[src/design/rrsp_params.svh]
// Timing and reset constants for the remote run synchronisation port
`ifndef RRSP_PARAMS_SVH
`define RRSP_PARAMS_SVH

`define RRSP_CLK_FREQ_HZ      40000000
`define RRSP_START_MIN_US     500
`define RRSP_RELAY_MS         120
`define RRSP_START_DRIVE_US   1000
`define RRSP_MAX_PARTICIPANTS 10
// Every conversion truncates cycles per unit, so all times round down
`define RRSP_START_MIN_CYC (`RRSP_START_MIN_US * (`RRSP_CLK_FREQ_HZ / 1000000))
`define RRSP_RELAY_CYC     (`RRSP_RELAY_MS * (`RRSP_CLK_FREQ_HZ / 1000))
`define RRSP_DRIVE_CYC     (`RRSP_START_DRIVE_US * (`RRSP_CLK_FREQ_HZ / 1000000))
`define RRSP_LINE_RELEASED 1'b1

`endif

[src/design/rrsp_pkg.sv]
// Types for the remote run synchronisation port
package rrsp_pkg;
  typedef enum logic [1:0] {
    RRSP_IDLE,
    RRSP_PREP,
    RRSP_RUN
  } rrsp_state_e;
endpackage

[src/design/rrsp_port.sv]
// Remote run synchronisation port: shared open-collector run lines
// Contract
// - Each remote line is only pulled low or released; released floats high.
// - Sampled low level is logic zero, high level is logic one.
// - Shared bus links at most ten instruments in parallel.
// - Low prepare line puts the device into pre-run preparation.
// - Ready released high only while able to start next analysis.
// - Low start line requests run and timed event table start.
// - Start recognised only after low pulse of at least 500 us.
// - On run start, close isolated start contact for 120 ms.
// - Low stop line ends or aborts run and halts injection.
// - Local start or stop is also asserted on the shared lines.
`timescale 1ns/1ps
`include "rrsp_params.svh"

module rrsp_port #(
  parameter int unsigned START_MIN_CYC = `RRSP_START_MIN_CYC,
  parameter int unsigned RELAY_CYC     = `RRSP_RELAY_CYC,
  parameter int unsigned DRIVE_CYC     = `RRSP_DRIVE_CYC
) (
  input  wire logic clk_i,
  input  wire logic srst_i,
  input  wire logic prep_line_i,
  input  wire logic start_line_i,
  input  wire logic stop_line_i,
  input  wire logic ready_line_i,
  output logic      start_line_o,
  output logic      start_line_oe_n_o,
  output logic      stop_line_o,
  output logic      stop_line_oe_n_o,
  output logic      ready_line_o,
  output logic      ready_line_oe_n_o,
  input  wire logic local_start_i,
  input  wire logic local_stop_i,
  input  wire logic inst_able_i,
  input  wire logic run_done_i,
  output logic      prep_active_o,
  output logic      run_active_o,
  output logic      run_begin_o,
  output logic      halt_inject_o,
  output logic      start_contact_o
);

  localparam int CW = 32;

  // Two-stage synchronisers; first stage read only by second
  // Reset to released level so no false request follows reset
  logic [2:0] sync1_r;
  logic [2:0] sync2_r;

  always_ff @(posedge clk_i)
  begin
    if (srst_i)
    begin
      sync1_r[2] <= 1'b1;
      sync2_r[2] <= 1'b1;
    end
    else
    begin
      sync1_r[2] <= prep_line_i;
      sync2_r[2] <= sync1_r[2];
    end
  end

  always_ff @(posedge clk_i)
  begin
    if (srst_i)
    begin
      sync1_r[1] <= 1'b1;
      sync2_r[1] <= 1'b1;
    end
    else
    begin
      sync1_r[1] <= start_line_i;
      sync2_r[1] <= sync1_r[1];
    end
  end

  always_ff @(posedge clk_i)
  begin
    if (srst_i)
    begin
      sync1_r[0] <= 1'b1;
      sync2_r[0] <= 1'b1;
    end
    else
    begin
      sync1_r[0] <= stop_line_i;
      sync2_r[0] <= sync1_r[0];
    end
  end

  // Low level is logic zero, so low means asserted
  logic prep_req;
  logic start_low;
  logic stop_req;
  assign prep_req  = ~sync2_r[2];
  assign start_low = ~sync2_r[1];
  assign stop_req  = ~sync2_r[0];

  function automatic logic [CW-1:0] sat_inc(input logic [CW-1:0] v, input logic [CW-1:0] lim);
    sat_inc = (v >= lim) ? lim : v + 32'h1;
  endfunction

  // Own drives, declared early: the start counter is held clear while drive_start_r is set
  logic [CW-1:0] drive_cnt_r;
  logic          drive_start_r;
  logic [CW-1:0] stop_cnt_r;
  logic          stop_drive_r;

  // Start width measured on own clock; shorter glitches ignored
  logic [CW-1:0] start_cnt_r;
  logic          ext_start;

  always_ff @(posedge clk_i)
  begin
    if (srst_i)
      start_cnt_r <= '0;
    else if (start_low && !drive_start_r)
      start_cnt_r <= sat_inc(start_cnt_r, CW'(START_MIN_CYC));
    else
      start_cnt_r <= '0;
  end

  assign ext_start = (start_cnt_r == CW'(START_MIN_CYC) - 32'h1) && start_low;

  rrsp_pkg::rrsp_state_e state_r;
  rrsp_pkg::rrsp_state_e state_nxt;
  logic                  go;
  logic                  halt;

  assign halt = stop_req || local_stop_i || stop_drive_r;
  assign go   = (ext_start || local_start_i) && !halt && state_r != rrsp_pkg::RRSP_RUN;

  // Next state kept apart so status outputs show it without lag
  always_comb
  begin
    state_nxt = state_r;
    case (state_r)
      rrsp_pkg::RRSP_IDLE:
      begin
        if (go)
          state_nxt = rrsp_pkg::RRSP_RUN;
        else if (prep_req && !halt)
          state_nxt = rrsp_pkg::RRSP_PREP;
      end
      rrsp_pkg::RRSP_PREP:
      begin
        if (halt)
          state_nxt = rrsp_pkg::RRSP_IDLE;
        else if (go)
          state_nxt = rrsp_pkg::RRSP_RUN;
      end
      rrsp_pkg::RRSP_RUN:
      begin
        if (halt || run_done_i)
          state_nxt = rrsp_pkg::RRSP_IDLE;
      end
      default:
        state_nxt = rrsp_pkg::RRSP_IDLE;
    endcase
  end

  always_ff @(posedge clk_i)
  begin
    if (srst_i)
      state_r <= rrsp_pkg::RRSP_IDLE;
    else
      state_r <= state_nxt;
  end

  // Own start drive, held so linked units see a valid width
  // Loaded one short: the registered enable adds the last cycle
  always_ff @(posedge clk_i)
  begin
    if (srst_i)
    begin
      drive_cnt_r   <= '0;
      drive_start_r <= 1'b0;
    end
    else if (go && local_start_i)
    begin
      drive_cnt_r   <= CW'(DRIVE_CYC) - 32'h1;
      drive_start_r <= 1'b1;
    end
    else if (drive_cnt_r > 32'h1)
      drive_cnt_r <= drive_cnt_r - 32'h1;
    else
    begin
      drive_cnt_r   <= '0;
      drive_start_r <= 1'b0;
    end
  end

  // Local stop pulls stop line for the same drive time
  always_ff @(posedge clk_i)
  begin
    if (srst_i)
    begin
      stop_cnt_r   <= '0;
      stop_drive_r <= 1'b0;
    end
    else if (local_stop_i)
    begin
      stop_cnt_r   <= CW'(DRIVE_CYC) - 32'h1;
      stop_drive_r <= 1'b1;
    end
    else if (stop_cnt_r > 32'h1)
      stop_cnt_r <= stop_cnt_r - 32'h1;
    else
    begin
      stop_cnt_r   <= '0;
      stop_drive_r <= 1'b0;
    end
  end

  // Isolated contact closes for fixed time on every run start
  logic [CW-1:0] relay_cnt_r;

  always_ff @(posedge clk_i)
  begin
    if (srst_i)
    begin
      relay_cnt_r     <= '0;
      start_contact_o <= 1'b0;
    end
    else if (go)
    begin
      relay_cnt_r     <= CW'(RELAY_CYC);
      start_contact_o <= 1'b1;
    end
    else if (relay_cnt_r > 32'h1)
      relay_cnt_r <= relay_cnt_r - 32'h1;
    else
    begin
      relay_cnt_r     <= '0;
      start_contact_o <= 1'b0;
    end
  end

  // Open-collector pins: data always low, enable decides pull
  // Only ever pulling low lets up to ten units share a wire
  always_ff @(posedge clk_i)
  begin
    if (srst_i)
    begin
      start_line_o      <= 1'b0;
      start_line_oe_n_o <= `RRSP_LINE_RELEASED;
    end
    else
    begin
      start_line_o      <= 1'b0;
      start_line_oe_n_o <= ~(go && local_start_i) & ~drive_start_r;
    end
  end

  always_ff @(posedge clk_i)
  begin
    if (srst_i)
    begin
      stop_line_o      <= 1'b0;
      stop_line_oe_n_o <= `RRSP_LINE_RELEASED;
    end
    else
    begin
      stop_line_o      <= 1'b0;
      stop_line_oe_n_o <= ~(local_stop_i | stop_drive_r);
    end
  end

  // Ready held low from reset until the instrument says it can run
  always_ff @(posedge clk_i)
  begin
    if (srst_i)
    begin
      ready_line_o      <= 1'b0;
      ready_line_oe_n_o <= 1'b0;
    end
    else
    begin
      ready_line_o      <= 1'b0;
      ready_line_oe_n_o <= ~(!inst_able_i || state_nxt == rrsp_pkg::RRSP_RUN || halt);
    end
  end

  // Status taken from next state so it lines up with run_begin_o
  always_ff @(posedge clk_i)
  begin
    if (srst_i)
      prep_active_o <= 1'b0;
    else
      prep_active_o <= (state_nxt == rrsp_pkg::RRSP_PREP);
  end

  always_ff @(posedge clk_i)
  begin
    if (srst_i)
      run_active_o <= 1'b0;
    else
      run_active_o <= (state_nxt == rrsp_pkg::RRSP_RUN);
  end

  always_ff @(posedge clk_i)
  begin
    if (srst_i)
      run_begin_o <= 1'b0;
    else
      run_begin_o <= go;
  end

  always_ff @(posedge clk_i)
  begin
    if (srst_i)
      halt_inject_o <= 1'b0;
    else
      halt_inject_o <= halt;
  end

endmodule

[config.mk]
export PLATFORM = sky130hd
export DESIGN_NAME = rrsp_port
export DESIGN_NICKNAME = d
export VERILOG_FILES = /design/src/design/rrsp_pkg.sv /design/src/design/rrsp_port.sv
export VERILOG_INCLUDE_DIRS = /design/src /design/src/design
export SDC_FILE = /design/constraint.sdc
export NUM_CORES = 1
export LEC_CHECK = 0
export ABC_AREA = 0
export CAP_MARGIN = 30
export CORE_MARGIN = 3
export CORE_UTILIZATION = 55
export DETAILED_ROUTE_END_ITERATION = 7
export DONT_BUFFER_PORTS = 1
export PLACE_DENSITY_LB_ADDON = 0.1
export SETUP_SLACK_MARGIN = 0.5
export SYNTH_ARGS = -nofsm -noshare
export SYNTH_HDL_FRONTEND = slang
export SYNTH_SLANG_ARGS = --single-unit
[constraint.sdc]
create_clock -name clk_i -period 4.3 [get_ports clk_i]
set_input_delay 0.86 -clock clk_i [delete_from_list [all_inputs] [get_ports clk_i]]
set_output_delay 0.86 -clock clk_i [all_outputs]
set_load 0.05 [all_outputs]
==> flow_summary.html <==
<table>
<tr><th>Metric</th><th>Value</th></tr>
<tr><th colspan="2">Pwr</th></tr>
<tr><td>Power per Cell Area</td><td>715 nW/µm²</td></tr>
<tr><td>Leakage power</td><td>between 2 and 2.5 nW</td></tr>
<tr><td>IR drop worst, VDD</td><td>about 0.00056 V</td></tr>
<tr><th colspan="2">Floorplanning</th></tr>
<tr><td>Die extent in y</td><td>between 100 and 150 µm</td></tr>
<tr><td>Initial Util</td><td>0.574</td></tr>
<tr><td>Area of the die</td><td>~12000 µm²</td></tr>
<tr><td>Placeable core area</td><td>10500 µm²</td></tr>
<tr><td>Die width</td><td>approximately 110 µm</td></tr>
<tr><td>Std-Cell Rows</td><td>37</td></tr>
<tr><td>Count of boundary I/O pins</td><td>21</td></tr>
<tr><th colspan="2">Critical path</th></tr>
<tr><td>Endpoint kind of the worst setup timing path</td><td>register</td></tr>
<tr><td>Data arrival time of the critical path</td><td>roughly 3.1 ns</td></tr>
<tr><td>Data required time at the worst endpoint</td><td>about 4.7 ns</td></tr>
<tr><td>Type of the setup path with the least slack</td><td>reg2reg</td></tr>
<tr><td>Maximum net fanout on the critical path</td><td>24</td></tr>
<tr><td>Critical path startpoint category</td><td>register</td></tr>
<tr><th colspan="2">Clock network</th></tr>
<tr><td>TritonCTS clock tree</td><td>built</td></tr>
<tr><td>Num Clock Sinks</td><td>146</td></tr>
<tr><td>Number of setup buffers added after CTS</td><td>0</td></tr>
<tr><td>Max H-tree Level</td><td>4</td></tr>
<tr><td>Cts repair resizes</td><td>0</td></tr>
<tr><td>Root buffer cell</td><td>clkbuf_8</td></tr>
<tr><td>Hold-fix buffer count after cts</td><td>0</td></tr>
<tr><td>Maximum buffer depth of the clock tree</td><td>2</td></tr>
<tr><td>CTS buffer count</td><td>17</td></tr>
<tr><td>Clock Pin Slew Worst Setup and Hold Paths</td><td>around 0.06 ns</td></tr>
<tr><td>Skew-Pair Late Insertion Delay</td><td>roughly 0.52 ns</td></tr>
<tr><th colspan="2">STA</th></tr>
<tr><td>Final number of setup-violating endpoints</td><td>0</td></tr>
<tr><td>Actual slew at the worst max-slew pin</td><td>0.793 ns</td></tr>
<tr><td>Portion of the clock cycle consumed by the worst path in the final layout</td><td>0.627</td></tr>
<tr><td>Setup clock skew after layout</td><td>0.00626 ns</td></tr>
<tr><td>Highest attainable clock frequency</td><td>around 0.37 GHz</td></tr>
<tr><td>Tightest slew margin relative to the limit</td><td>0.466</td></tr>
<tr><td>Total count of max-transition violations in the final report</td><td>0</td></tr>
<tr><td>Hold Fails Final Rpt</td><td>0</td></tr>
<tr><td>Minimum clock period after layout</td><td>between 2 and 3 ns</td></tr>
<tr><td>Hold Worst Slack</td><td>0.405 ns</td></tr>
<tr><td>Setup repair after global routing missed its margin</td><td>no</td></tr>
<tr><td>Setup TNS</td><td>0 ns</td></tr>
<tr><th colspan="2">Yosys</th></tr>
<tr><td>Fraction of the mapped netlist area in simple logic gates</td><td>0.256</td></tr>
<tr><td>Post-synthesis instance total</td><td>652</td></tr>
<tr><td>Dominant combinational cell family by area after synthesis</td><td>simple AND/OR/NAND/NOR gates</td></tr>
<tr><td>Sequential-to-total area share from yosys stat</td><td>0.487</td></tr>
<tr><td>Netlist area before placement</td><td>between 6000 and 7000 µm²</td></tr>
<tr><td>Average cell area after synthesis</td><td>around 9 µm²</td></tr>
<tr><td>Number of enable flip-flop cells after synthesis</td><td>0</td></tr>
<tr><td>Number of warnings issued by yosys</td><td>0</td></tr>
<tr><td>FF+latch count, synth</td><td>146</td></tr>
<tr><td>Netlist cell types</td><td>54</td></tr>
<tr><td>Area fraction of the dominant cell type after synthesis</td><td>0.487</td></tr>
<tr><td>Dominant cell type by area after synthesis</td><td>dfxtp_1</td></tr>
<tr><td>Post-synthesis share of cell area spent on full adders, half adders and majority gates</td><td>0.0167</td></tr>
<tr><td>Most instantiated flip-flop cell in the synthesis netlist</td><td>dfxtp_1</td></tr>
<tr><td>Share of flip-flops with an asynchronous set or reset</td><td>0</td></tr>
<tr><td>Ranking of synthesized cells by area</td><td>dfxtp_1 (49%), xnor2_1 (8.2%), nor2_1 (6.7%)</td></tr>
<tr><td>Compound-cell area share of the yosys netlist</td><td>0.0802</td></tr>
<tr><td>Xor and xnor fraction of the mapped netlist area</td><td>0.127</td></tr>
<tr><td>Multiplexer fraction of the synthesized cell area</td><td>0.00333</td></tr>
<tr><th colspan="2">Drt</th></tr>
<tr><td>Average wire per standard cell</td><td>between 10 and 15 µm</td></tr>
<tr><td>Final wirelength</td><td>between 10 and 15 mm</td></tr>
<tr><td>DRC Markers</td><td>0</td></tr>
<tr><td>Number of nets still failing antenna checks after routing</td><td>0</td></tr>
<tr><td>Routed via count</td><td>about 4500</td></tr>
<tr><td>Via-per-instance ratio</td><td>around 5.5</td></tr>
<tr><td>Number of search-and-repair iterations in the first detailed-routing pass</td><td>4</td></tr>
<tr><td>Number of violations reported at the end of detailed-routing iteration 0</td><td>276</td></tr>
<tr><th colspan="2">Place</th></tr>
<tr><td>Detailed Place HPWL</td><td>roughly 7.5 mm</td></tr>
<tr><td>Number of port buffers</td><td>0</td></tr>
<tr><td>Cell area after placement</td><td>approximately 6200 µm²</td></tr>
<tr><td>GPL Wtd Cong</td><td>between 0.7 and 0.8</td></tr>
<tr><th colspan="2">Global routing</th></tr>
<tr><td>Remaining global-route overflow</td><td>0</td></tr>
<tr><td>Combined global-route utilization of all metal layers</td><td>0.188</td></tr>
<tr><td>Global-route wire length before repair</td><td>about 19 mm</td></tr>
<tr><td>Number of global-route vias before repair</td><td>4296</td></tr>
<tr><td>Pin count of the biggest net entering global routing</td><td>25</td></tr>
<tr><td>Number of antenna violations at the first check in global routing</td><td>3</td></tr>
<tr><th colspan="2">Cells and area</th></tr>
<tr><td>Post-route cell area</td><td>6710 µm²</td></tr>
<tr><td>Post-synthesis to final-layout area growth</td><td>11.7%</td></tr>
<tr><td>Proportion of layout cells with a drive suffix above 1</td><td>0.0861</td></tr>
<tr><td>Most common cell after layout, fill and taps aside</td><td>dfxtp_1</td></tr>
<tr><td>Number of nets in the final layout</td><td>690</td></tr>
<tr><td>Most frequent cells in the layout</td><td>dfxtp_1 (146), nor2_1 (107), xnor2_1 (56), nor4_1 (32), xor2_1 (31)</td></tr>
<tr><td>Count of fill cells added during filler insertion</td><td>between 800 and 900</td></tr>
<tr><th colspan="2">Min path</th></tr>
<tr><td>Class of the worst hold path</td><td>in2reg</td></tr>
<tr><th colspan="2">Outcome</th></tr>
<tr><td>Status</td><td>finished clean</td></tr>
<tr><th colspan="2">Run</th></tr>
<tr><td>Number of violations of the max-capacitance limit</td><td>0</td></tr>
</table>
## critical path: stages, from the launching register on
cell and delay (ns):
dfxtp_1 0.32, or3_1 0.42, or4_1 0.53, o41ai_2 0.65, a31o_2 0.53, nor2_1 0.11
## through the flow
| step | setup slack (ns) | utilization | std cells | power [W] |
|---|---|---|---|---|
| global route | 1.43 | 0.641 | 822 | 0.00513 |
| floorplan | 1.93 | - | 671 | 0.00318 |
| global placement | 1.62 | 0.588 | 789 | 0.00340 |
| detailed placement | 1.57 | 0.588 | 789 | 0.00346 |
| CTS | 1.56 | 0.641 | 821 | 0.00482 |
| finish | 1.60 | 0.641 | 822 | 0.00480 |
## synth_stat cells, drive strengths merged, types with 15 or more instances
cell,count
nor3,27
inv,17
xnor2,56
or4,15
nand3,15
dfxtp,146
nor2,108
xor2,31
o21ai,28
nor4,33
a21oi,23
or3,25
nand2,28
## cells by family after synthesis
| logic type | Yosys count |
|---|---|
| muxes | 2 |
| DFF | 146 |
| buffers and inverters | 38 |
| adders and majority gates | 8 |
| and+or+nand+nor | 295 |
| xor gates and xnor gates | 87 |
| other | 1 |
| AOI/OAI and AO/OA | 75 |
## registers in the layout, summed over array words and instances (netlist names), 2 cells and up
name         count
drive_cnt_r     32
relay_cnt_r     32
start_cnt_r     32
stop_cnt_r      32
sync1_r          3
sync2_r          3
state_r          2
## power breakdown
part	leakage (nW)	internal, W	total, W	switching, W
Combinational	1.02	0.000656	0.00157	0.000914
Sequential	1.20	0.00161	0.00188	0.000262
Clock	0.262	0.000794	0.00135	0.000555
Total	2.48	0.00306	0.00480	0.00173
## cell type report
cell class | instances | area (µm²) | area share
multi-input combinational | 487 | 2980 | 0.444
sequential | 146 | 2920 | 0.436
tap | 136 | 170 | 0.0254
timing repair buffer | 2 | 15.0 | 0.00224
clock inverter | 13 | 110 | 0.0164
antenna | 1 | 2.50 | 0.000373
clock buffer | 19 | 442 | 0.0658
inverter | 18 | 67.6 | 0.0101
## path summary, 6_finish.rpt
| kind | startpoint | to | slack (ns) | cells past startpoint |
|---|---|---|---|---|
| worst min register to register | sync1_r[1]$_SDFF_PP1_ | sync2_r[1]$_SDFF_PP1_ | 0.41 | 1 |
| worst min-delay path | srst_i | drive_cnt_r[15]$_SDFF_PP0_ | 0.41 | 1 |
| worst max-delay path | relay_cnt_r[27]$_SDFF_PP0_ | relay_cnt_r[29]$_SDFF_PP0_ | 1.60 | 5 |
| worst max register to register | relay_cnt_r[27]$_SDFF_PP0_ | relay_cnt_r[29]$_SDFF_PP0_ | 1.60 | 5 |
## routing by layer
layer | vias up | global-route usage | routed length, µm
li1 | 2297 | - | -
met1 | 2078 | 0.231 | 5210
met2 | 89 | 0.307 | 5160
met3 | 17 | 0.0685 | 525
met4 | 4 | 0.0632 | 139
met5 | - | 0 | 21
(Power assumes the default switching activity.)
